==> src/hw/ted_defs.vh <==
`ifndef TED_DEFS_VH
`define TED_DEFS_VH

// Lane and word geometry.
`define TED_LANES       4
`define TED_BYTE_W      8
`define TED_CODE_W      10
`define TED_FIFO_DEPTH  8

// Field positions inside a queued fabric word.
`define TED_F_DATA      0
`define TED_F_KFLAG     32
`define TED_F_DMODE     36
`define TED_F_DVAL      40
`define TED_F_BYPASS    44
`define TED_F_WIDTH     48

// Fabric width select encodings.
`define TED_FW_1BYTE    2'h0
`define TED_FW_2BYTE    2'h1

// Disparity force encodings, {mode, value}.
`define TED_DF_NORMAL   2'h0
`define TED_DF_INVERT   2'h1
`define TED_DF_NEG      2'h2
`define TED_DF_POS      2'h3

// Code constants and reset values.
`define TED_K28         5'h1c
`define TED_K28_CODE6   6'h0f
`define TED_ALT7_CODE4  4'h7
`define TED_RD_RESET    1'h0

`endif

==> src/hw/ted_encoder.v <==
`include "ted_defs.vh"
`default_nettype none

module ted_encoder #(
   parameter NUM_CH     = 2,
   parameter FIFO_DEPTH = `TED_FIFO_DEPTH
)(
   // Clock and reset
   input  wire                  clk,
   input  wire                  rst_n,
   // Per-channel configuration
   input  wire [NUM_CH-1:0]     encoder_use,
   input  wire [NUM_CH-1:0]     internal_width_select,
   input  wire [2*NUM_CH-1:0]   fabric_width_select,
   // Fabric transmit words and per-lane flags
   input  wire [NUM_CH-1:0]     in_valid,
   output wire [NUM_CH-1:0]     in_ready,
   input  wire [32*NUM_CH-1:0]  tx_word,
   input  wire [4*NUM_CH-1:0]   control_char_flag,
   input  wire [4*NUM_CH-1:0]   lane_encode_bypass,
   input  wire [4*NUM_CH-1:0]   disparity_force_mode,
   input  wire [4*NUM_CH-1:0]   disparity_force_value,
   // Code words toward the serializer
   output wire [NUM_CH-1:0]     out_valid,
   input  wire [NUM_CH-1:0]     out_ready,
   output wire [40*NUM_CH-1:0]  tx_code,
   output wire [4*NUM_CH-1:0]   control_char_error,
   output wire [4*NUM_CH-1:0]   running_disparity_out
);

   localparam LN = `TED_LANES;
   localparam BW = `TED_BYTE_W;
   localparam CW = `TED_CODE_W;
   localparam QW = `TED_F_WIDTH + 2;

   // Six-bit data codes for negative disparity, written abcdei; the caller flips them.
   function [5:0] ted_code6;
      input [4:0] x;
      begin
         case (x)
            5'h00:   ted_code6 = 6'h27;
            5'h01:   ted_code6 = 6'h1d;
            5'h02:   ted_code6 = 6'h2d;
            5'h03:   ted_code6 = 6'h31;
            5'h04:   ted_code6 = 6'h35;
            5'h05:   ted_code6 = 6'h29;
            5'h06:   ted_code6 = 6'h19;
            5'h07:   ted_code6 = 6'h38;
            5'h08:   ted_code6 = 6'h39;
            5'h09:   ted_code6 = 6'h25;
            5'h0a:   ted_code6 = 6'h15;
            5'h0b:   ted_code6 = 6'h34;
            5'h0c:   ted_code6 = 6'h0d;
            5'h0d:   ted_code6 = 6'h2c;
            5'h0e:   ted_code6 = 6'h1c;
            5'h0f:   ted_code6 = 6'h17;
            5'h10:   ted_code6 = 6'h1b;
            5'h11:   ted_code6 = 6'h23;
            5'h12:   ted_code6 = 6'h13;
            5'h13:   ted_code6 = 6'h32;
            5'h14:   ted_code6 = 6'h0b;
            5'h15:   ted_code6 = 6'h2a;
            5'h16:   ted_code6 = 6'h1a;
            5'h17:   ted_code6 = 6'h3a;
            5'h18:   ted_code6 = 6'h33;
            5'h19:   ted_code6 = 6'h26;
            5'h1a:   ted_code6 = 6'h16;
            5'h1b:   ted_code6 = 6'h36;
            5'h1c:   ted_code6 = 6'h0e;
            5'h1d:   ted_code6 = 6'h2e;
            5'h1e:   ted_code6 = 6'h1e;
            5'h1f:   ted_code6 = 6'h2b;
            default: ted_code6 = 6'h00;
         endcase
      end
   endfunction

   // Four-bit codes for negative disparity, written fghj; the caller flips them.
   function [3:0] ted_code4;
      input [2:0] y;
      begin
         case (y)
            3'h0:    ted_code4 = 4'hb;
            3'h1:    ted_code4 = 4'h9;
            3'h2:    ted_code4 = 4'h5;
            3'h3:    ted_code4 = 4'hc;
            3'h4:    ted_code4 = 4'hd;
            3'h5:    ted_code4 = 4'ha;
            3'h6:    ted_code4 = 4'h6;
            3'h7:    ted_code4 = 4'he;
            default: ted_code4 = 4'h0;
         endcase
      end
   endfunction

   // Encodes one byte from the given disparity; returns {new rd, code}.
   function [10:0] ted_enc8;
      input [7:0] b;
      input       k;
      input       rd;
      reg   [5:0] c6;
      reg   [3:0] c4;
      reg   [9:0] w;
      reg   [4:0] x;
      reg   [2:0] y;
      reg         rdm;
      reg         u6;
      reg         u4;
      reg         a7;
      integer     i;
      integer     n6;
      integer     n4;
      begin
         x  = b[4:0];
         y  = b[7:5];
         c6 = (k && x == `TED_K28) ? `TED_K28_CODE6 : ted_code6(x);
         n6 = 0;
         for (i = 0; i < 6; i = i + 1)
            n6 = n6 + c6[i];
         u6 = (n6 != 3);
         // Balanced D.7 still alternates, so it flips too.
         if (rd && (u6 || x == 5'h07))
            c6 = ~c6;
         rdm = rd ^ u6;
         a7 = (y == 3'h7) && (k || (!rdm && (x == 5'h11 || x == 5'h12 || x == 5'h14))
              || (rdm && (x == 5'h0b || x == 5'h0d || x == 5'h0e)));
         c4 = a7 ? `TED_ALT7_CODE4 : ted_code4(y);
         n4 = 0;
         for (i = 0; i < 4; i = i + 1)
            n4 = n4 + c4[i];
         u4 = (n4 != 2);
         if (rdm && (u4 || y == 3'h3))
            c4 = ~c4;
         else if (k && x == `TED_K28 && !u4 && y != 3'h3 && !rdm)
            c4 = ~c4;
         w = {c6, c4};
         for (i = 0; i < 10; i = i + 1)
            ted_enc8[i] = w[9-i];
         ted_enc8[10] = rdm ^ u4;
      end
   endfunction

   // True for the twelve control characters of the code.
   function ted_kvalid;
      input [7:0] b;
      begin
         ted_kvalid = (b[4:0] == `TED_K28) || (b[7:5] == 3'h7 &&
            (b[4:0] == 5'h17 || b[4:0] == 5'h1b || b[4:0] == 5'h1d || b[4:0] == 5'h1e));
      end
   endfunction

   // Puts lane-ordered status bits into the port order for a fabric width.
   function [3:0] ted_map;
      input [3:0] v;
      input [1:0] fw;
      begin
         if (fw == `TED_FW_1BYTE)
            ted_map = {3'h0, v[0]};
         else if (fw == `TED_FW_2BYTE)
            ted_map = {2'h0, v[0], v[1]};
         else
            ted_map = {v[1], v[0], v[3], v[2]};
      end
   endfunction

   genvar c;
   generate
      for (c = 0; c < NUM_CH; c = c + 1)
      begin : g_ch
         wire [QW-1:0]    q_in;
         wire [QW-1:0]    f_data;
         wire             f_valid;
         reg              f_ready;
         reg              s1_valid_reg;
         reg  [QW-1:0]    s1_data_reg;
         reg              s2_valid_reg;
         reg  [LN*CW-1:0] code_reg;
         reg  [3:0]       err_reg;
         reg  [3:0]       lane_rd_reg;
         reg  [3:0]       rund_reg;
         reg              rd_reg;
         reg              s2_free;
         reg              s1_load;
         reg              s2_load;
         reg  [QW-1:0]    src;
         reg              enc_on;
         reg              byp_ok;
         reg              r;
         reg              rin;
         reg  [10:0]      e;
         reg  [2:0]       nl;
         reg  [LN*CW-1:0] code_next;
         reg  [3:0]       err_next;
         reg  [3:0]       lane_rd_next;
         integer          l;

         assign q_in = {fabric_width_select[2*c +: 2],
                        lane_encode_bypass[4*c +: 4],
                        disparity_force_value[4*c +: 4],
                        disparity_force_mode[4*c +: 4],
                        control_char_flag[4*c +: 4],
                        tx_word[32*c +: 32]};

         ted_fifo #(
            .WIDTH (QW),
            .DEPTH (FIFO_DEPTH)
         ) u_fifo (
            .clk       (clk),
            .rst_n     (rst_n),
            .in_valid  (in_valid[c]),
            .in_ready  (in_ready[c]),
            .in_data   (q_in),
            .out_valid (f_valid),
            .out_ready (f_ready),
            .out_data  (f_data)
         );

         // Encoded words take two stages and raw words one, so a word already in
         // the first stage is always drained first to keep the order.
         always @*
         begin
            s2_free = !s2_valid_reg || out_ready[c];
            if (encoder_use[c])
               f_ready = !s1_valid_reg || s2_free;
            else
               f_ready = s2_free && !s1_valid_reg;
            s1_load = encoder_use[c] && f_valid && f_ready;
            s2_load = s2_free && (s1_valid_reg || (!encoder_use[c] && f_valid));
         end

         always @*
         begin
            src          = s1_valid_reg ? s1_data_reg : f_data;
            enc_on       = s1_valid_reg;
            byp_ok       = encoder_use[c] && internal_width_select[c];
            nl           = (src[QW-1 -: 2] == `TED_FW_1BYTE) ? 3'h1 :
                           (src[QW-1 -: 2] == `TED_FW_2BYTE) ? 3'h2 : 3'h4;
            r            = rd_reg;
            rin          = 1'b0;
            e            = 11'h000;
            code_next    = {(LN*CW){1'b0}};
            err_next     = 4'h0;
            lane_rd_next = lane_rd_reg;
            for (l = 0; l < LN; l = l + 1)
            begin
               if (l < nl && enc_on && !(byp_ok && src[`TED_F_BYPASS + l]))
               begin
                  case ({src[`TED_F_DMODE + l], src[`TED_F_DVAL + l]})
                     `TED_DF_NORMAL: rin = r;
                     `TED_DF_INVERT: rin = ~r;
                     `TED_DF_NEG:    rin = 1'b0;
                     `TED_DF_POS:    rin = 1'b1;
                     default:        rin = r;
                  endcase
                  e = ted_enc8(src[BW*l +: BW], src[`TED_F_KFLAG + l], rin);
                  code_next[CW*l +: CW] = e[9:0];
                  r = e[10];
                  lane_rd_next[l] = e[10];
                  err_next[l] = src[`TED_F_KFLAG + l] && !ted_kvalid(src[BW*l +: BW]);
               end
               else if (l < nl)
               begin
                  code_next[CW*l +: CW] = {src[`TED_F_DVAL + l], src[`TED_F_DMODE + l],
                                           src[BW*l +: BW]};
               end
            end
         end

         always @(posedge clk or negedge rst_n)
         begin
            if (!rst_n)
            begin
               s1_valid_reg <= 1'b0;
               s1_data_reg  <= {QW{1'b0}};
               s2_valid_reg <= 1'b0;
               code_reg     <= {(LN*CW){1'b0}};
               err_reg      <= 4'h0;
               lane_rd_reg  <= 4'h0;
               rund_reg     <= 4'h0;
               rd_reg       <= `TED_RD_RESET;
            end
            else
            begin
               if (s1_load)
                  s1_data_reg <= f_data;
               s1_valid_reg <= s1_load || (s1_valid_reg && !s2_load);
               s2_valid_reg <= s2_load || (s2_valid_reg && !out_ready[c]);
               if (s2_load)
               begin
                  code_reg <= code_next;
                  err_reg  <= ted_map(err_next, src[QW-1 -: 2]);
                  if (enc_on)
                  begin
                     rd_reg      <= r;
                     lane_rd_reg <= lane_rd_next;
                     rund_reg    <= ted_map(lane_rd_next, src[QW-1 -: 2]);
                  end
               end
            end
         end

         assign out_valid[c]                   = s2_valid_reg;
         assign tx_code[40*c +: 40]            = code_reg;
         assign control_char_error[4*c +: 4]   = err_reg;
         assign running_disparity_out[4*c +: 4] = rund_reg;
      end
   endgenerate

endmodule // ted_encoder

`default_nettype wire

==> src/hw/ted_fifo.v <==
`default_nettype none

module ted_fifo #(
   parameter WIDTH = 48,
   parameter DEPTH = 8
)(
   // Clock and reset
   input  wire             clk,
   input  wire             rst_n,
   // Filling side
   input  wire             in_valid,
   output wire             in_ready,
   input  wire [WIDTH-1:0] in_data,
   // Draining side
   output wire             out_valid,
   input  wire             out_ready,
   output wire [WIDTH-1:0] out_data
);

   localparam AW = (DEPTH > 1) ? $clog2(DEPTH) : 1;

   reg  [WIDTH-1:0] mem [0:DEPTH-1];
   reg  [AW-1:0]    wr_ptr_reg;
   reg  [AW-1:0]    rd_ptr_reg;
   reg  [AW:0]      count_reg;
   wire             push;
   wire             pop;

   assign in_ready  = (count_reg != DEPTH[AW:0]);
   assign out_valid = (count_reg != {(AW+1){1'b0}});
   assign out_data  = mem[rd_ptr_reg];
   assign push      = in_valid && in_ready;
   assign pop       = out_valid && out_ready;

   // Storage has no reset; only the pointers and the count carry state.
   always @(posedge clk)
   begin
      if (push)
         mem[wr_ptr_reg] <= in_data;
   end

   always @(posedge clk or negedge rst_n)
   begin
      if (!rst_n)
      begin
         wr_ptr_reg <= {AW{1'b0}};
         rd_ptr_reg <= {AW{1'b0}};
         count_reg  <= {(AW+1){1'b0}};
      end
      else
      begin
         if (push)
            wr_ptr_reg <= (wr_ptr_reg == DEPTH[AW-1:0] - 1'b1) ? {AW{1'b0}} : wr_ptr_reg + 1'b1;
         if (pop)
            rd_ptr_reg <= (rd_ptr_reg == DEPTH[AW-1:0] - 1'b1) ? {AW{1'b0}} : rd_ptr_reg + 1'b1;
         if (push && !pop)
            count_reg <= count_reg + 1'b1;
         else if (pop && !push)
            count_reg <= count_reg - 1'b1;
      end
   end

endmodule // ted_fifo

`default_nettype wire

==> config.mk <==
export PLATFORM = sky130hd
export DESIGN_NAME = ted_encoder
export DESIGN_NICKNAME = d
export VERILOG_FILES = /design/src/hw/ted_encoder.v /design/src/hw/ted_fifo.v
export VERILOG_INCLUDE_DIRS = /design/src /design/src/hw
export SDC_FILE = /design/constraint.sdc
export NUM_CORES = 2
export LEC_CHECK = 0
export ABC_AREA = 1
export BUFFER_PORTS_ARGS = -buffer_cell sky130_fd_sc_hd__buf_4
export CAP_MARGIN = 15
export CORE_ASPECT_RATIO = 0.7
export CORE_MARGIN = 2
export CORE_UTILIZATION = 55
export CTS_BUF_LIST = sky130_fd_sc_hd__clkbuf_4 sky130_fd_sc_hd__clkbuf_8
export CTS_CLUSTER_SIZE = 30
export DETAILED_ROUTE_END_ITERATION = 6
export PLACE_DENSITY = 0.79
export SLEW_MARGIN = 10
export SYNTH_ARGS = -nofsm -noshare
export SYNTH_HDL_FRONTEND = slang
export SYNTH_HIERARCHICAL = 1
export SYNTH_SLANG_ARGS = --single-unit
==> constraint.sdc <==
create_clock -name clk -period 16 [get_ports clk]
set_input_delay 2.4 -clock clk [delete_from_list [all_inputs] [get_ports clk]]
set_output_delay 2.4 -clock clk [all_outputs]
set_load 0.02 [all_outputs]
==> flow_metrics.env <==
export IMPL_setup_violations=0
export IMPL_grt_pass1_wl_mm=207
export IMPL_ant_nets=0
export IMPL_core_area_um2=92300
export IMPL_max_clock_freq_mhz=67.9
export IMPL_crit_arrival_ns=15.50
export IMPL_routed_wirelength_mm=133
export IMPL_via_count=39096
export IMPL_routed_via_density=5.49
export IMPL_min_to="g_ch[1].s1_data_reg[29]"
export IMPL_drt_iter0_markers=4994
export IMPL_reg2reg_from="g_ch[0].u_fifo/rd_ptr_reg[0]"
export IMPL_hold_path_class="register to register"
export IMPL_grt_pass1_vias=36830
export IMPL_clk_root_buffer_cell="clkbuf_8"
export IMPL_cts_hold_buf=0
export IMPL_grt_max_degree=148
export IMPL_critPathKind="register to register"
export IMPL_drive_above_1_share_pct=15.1
export IMPL_wl_per_cell_um=18.7
export IMPL_dieHeight_um=260
export IMPL_drt_first_pass_iters=6
export IMPL_drv_slew=0
export IMPL_cts_tree="yes"
export IMPL_cts_made_buffers=156
export IMPL_r2r_slack_ns=1.27
export IMPL_place_hpwl_mm=86.0
export IMPL_syn_nets=5785
export IMPL_io_buffers=209
export IMPL_synth_edf_count=800
export IMPL_place_gp_congestion=0.977
export IMPL_drc=0
export IMPL_cp_slowest_cell="dfrtp_4"
export IMPL_skew_ns=0.0419
export IMPL_ys_types=62
export IMPL_clk_pin_slew_ns=0.07
export IMPL_die_w_um=370
export IMPL_largest_reg_flops=800
export IMPL_timing_final_crit_share_pct=92.1
export IMPL_slew_headroom_pct=12.9
export IMPL_fill_cells=7328
export IMPL_io_pins=210
export IMPL_postSynthCellCount=5551
export IMPL_cts_buffer_depth=3
export IMPL_wl_met1_mm=58.6
export IMPL_wl_met2_mm=55.7
export IMPL_rows=93
export IMPL_synth_top_cell_area_share_pct=46.7
export IMPL_hold_violations=0
export IMPL_cap_violations=0
export IMPL_required_ns=16.77
export IMPL_clock_sinks=1030
export IMPL_crit_path_max_fanout=16
export IMPL_dr_wl_met3_mm=16.5
export IMPL_multi_input_area_um2=18400
export IMPL_period_needed_ns=14.73
export IMPL_whs_ns=0.481
export IMPL_reg2reg_depth=100
export IMPL_grt_use_total_pct=27.9
export IMPL_clk_latency_ns=0.86
export IMPL_worstMarginPinSlew_ns=1.29
export IMPL_initial_utilization_pct=55.7
export IMPL_gr_total_overflow=0
export IMPL_ys_ff_latch=1030
export IMPL_holdPathStages=2
export IMPL_startpoint_type="register"
export IMPL_async_reset_ff_share_pct=22.3
export IMPL_yosys_top_cells_area="edfxtp_1, nand2_1, dfrtp_1"
export IMPL_min_delay_start="g_ch[1].s1_data_reg[29]"
export IMPL_top_layer="met5"
export IMPL_reg2reg_to="g_ch[0].code_reg[39]"
export IMPL_area_growth_pct=11.5
export IMPL_run_status="complete, no violations"
export IMPL_nets=5997
export IMPL_crit_top_cell="nand2_1"
export IMPL_cts_htree_levels=4
export IMPL_synth_avg_cell_area_um2=9.27
export IMPL_synth_main_ff_cell="edfxtp_1"
export IMPL_antenna_found_initial=10
export IMPL_ys_seq_area_share_pct=57.9
export IMPL_dieArea_um2=96000
export IMPL_regArea_um2=29800
export IMPL_critPathMaxStageDelay_ns=0.61
export IMPL_synth_area_leader_cell="edfxtp_1"
export IMPL_cp_end_kind="register"
export IMPL_yosys_warnings=6
export IMPL_syn_cell_area_um2=51400
[cells by family (layout without fill, tap and decap cells)]
family | after synthesis | after routing | synth area share, %
mux | 66 | 66 | 1.44
fa+ha+maj | 124 | 124 | 3.41
simple gates | 2749 | 2749 | 21.8
other cells | 0 | 4 | 0
buf+inv | 795 | 1126 | 6.74
compound gates | 752 | 752 | 8.10
flops | 1030 | 1030 | 57.9
xor+xnor | 35 | 35 | 0.596
[per-layer routing]
| layer | track usage (%) | up-vias |
|---|---|---|
| met5 | 0 | - |
| met4 | 7.90 | 8 |
| met3 | 8.06 | 202 |
| met2 | 39.2 | 1971 |
| met1 | 42.0 | 18319 |
| li1 | - | 18596 |
[layout by cell type (no fill, tap or decap), types with 18 or more instances in the layout]
cell and instances:
a21oi_1 98, a31oi_1 72, buf_4 268, clkbuf_4 58
clkbuf_8 170, clkinv_1 26, dfrtp_1 222, edfxtp_1 800
fa_1 27, ha_1 96, inv_1 543, inv_2 18
mux2_2 66, nand2_1 1579, nand2_2 124, nand3_1 140
nand3_2 19, nor2_1 749, o21ai_0 331, o21ai_1 136
o22ai_1 20, or2_2 68, xor2_1 19
[synthesized netlist by cell type, types with 11 or more instances]
cell type and instances:
inv_2 18, clkbuf_1 78, nor3_1 26, edfxtp_1 800, inv_1 546, o21ai_1 138, nand4_1 14, nand3_1 142
ha_1 97, o211ai_1 16, xnor2_1 16, buf_6 18, nand2_2 124, buf_1 26, o21ai_0 336, fa_1 27
a31oi_1 72, mux2_2 66, nor2_1 758, dfrtp_1 230, buf_12 11, buf_4 21, buf_2 70, nand2_1 1579
xor2_1 19, a21oi_1 100, o22ai_1 20, or2_2 68, nand3_2 17
[through the flow]
step,util (%),cell area [um2],TNS [ns],setup WS [ns],std cells
2_1_floorplan,-,51400,0,2.47,5551
3_3_place_gp,58.4,53900,0,1.16,6836
3_5_place_dp,58.4,53900,0,0.575,6836
4_1_cts,61.9,57100,0,0.483,7113
5_1_grt,62.1,57300,-0.00981,-0.00981,7119
6_report,62.1,57300,0,1.27,7121
[cell type report]
type,count,share of cell area (%)
antenna,4,0.0175
clock buffer,228,4.84
clock inverter,49,0.823
inverter,571,3.78
multi-input combinational,3726,32.1
sequential,1030,52.0
tap,1235,2.69
timing repair buffer,278,3.80
[worst max path at each step]
stage / from / to / cells past startpoint
after detailed placement: g_ch[1].u_fifo/rd_ptr_reg[1] / g_ch[1].code_reg[37] / 96
after global routing: g_ch[0].u_fifo/rd_ptr_reg[0] / g_ch[0].code_reg[39] / 93
after CTS: g_ch[0].u_fifo/rd_ptr_reg[0] / g_ch[0].code_reg[39] / 98
after floorplan: g_ch[1].enc_on / g_ch[1].code_reg[39] / 94
after global placement: g_ch[1].u_fifo/rd_ptr_reg[1] / g_ch[1].code_reg[39] / 96
final: g_ch[0].u_fifo/rd_ptr_reg[0] / g_ch[0].code_reg[39] / 100
[timing repair]
action,in CTS,in global routing
hold endpoints to repair,0,0
gates resized for setup,0,34
buffers inserted,0,4
endpoints found under the setup margin,0,14
[critical path: cells and delay by family, from the launching register on]
kind | cells | cell delay (ns)
simple gates | 51 | 5.08
fa+ha+maj | 16 | 4.88
xor+xnor | 3 | 0.52
compound gates | 11 | 1.78
flops | 1 | 0.61
buf+inv | 19 | 1.77
Power is not shown: default switching activity piles up to over one toggle a cycle in this logic, so the estimate is an artifact.
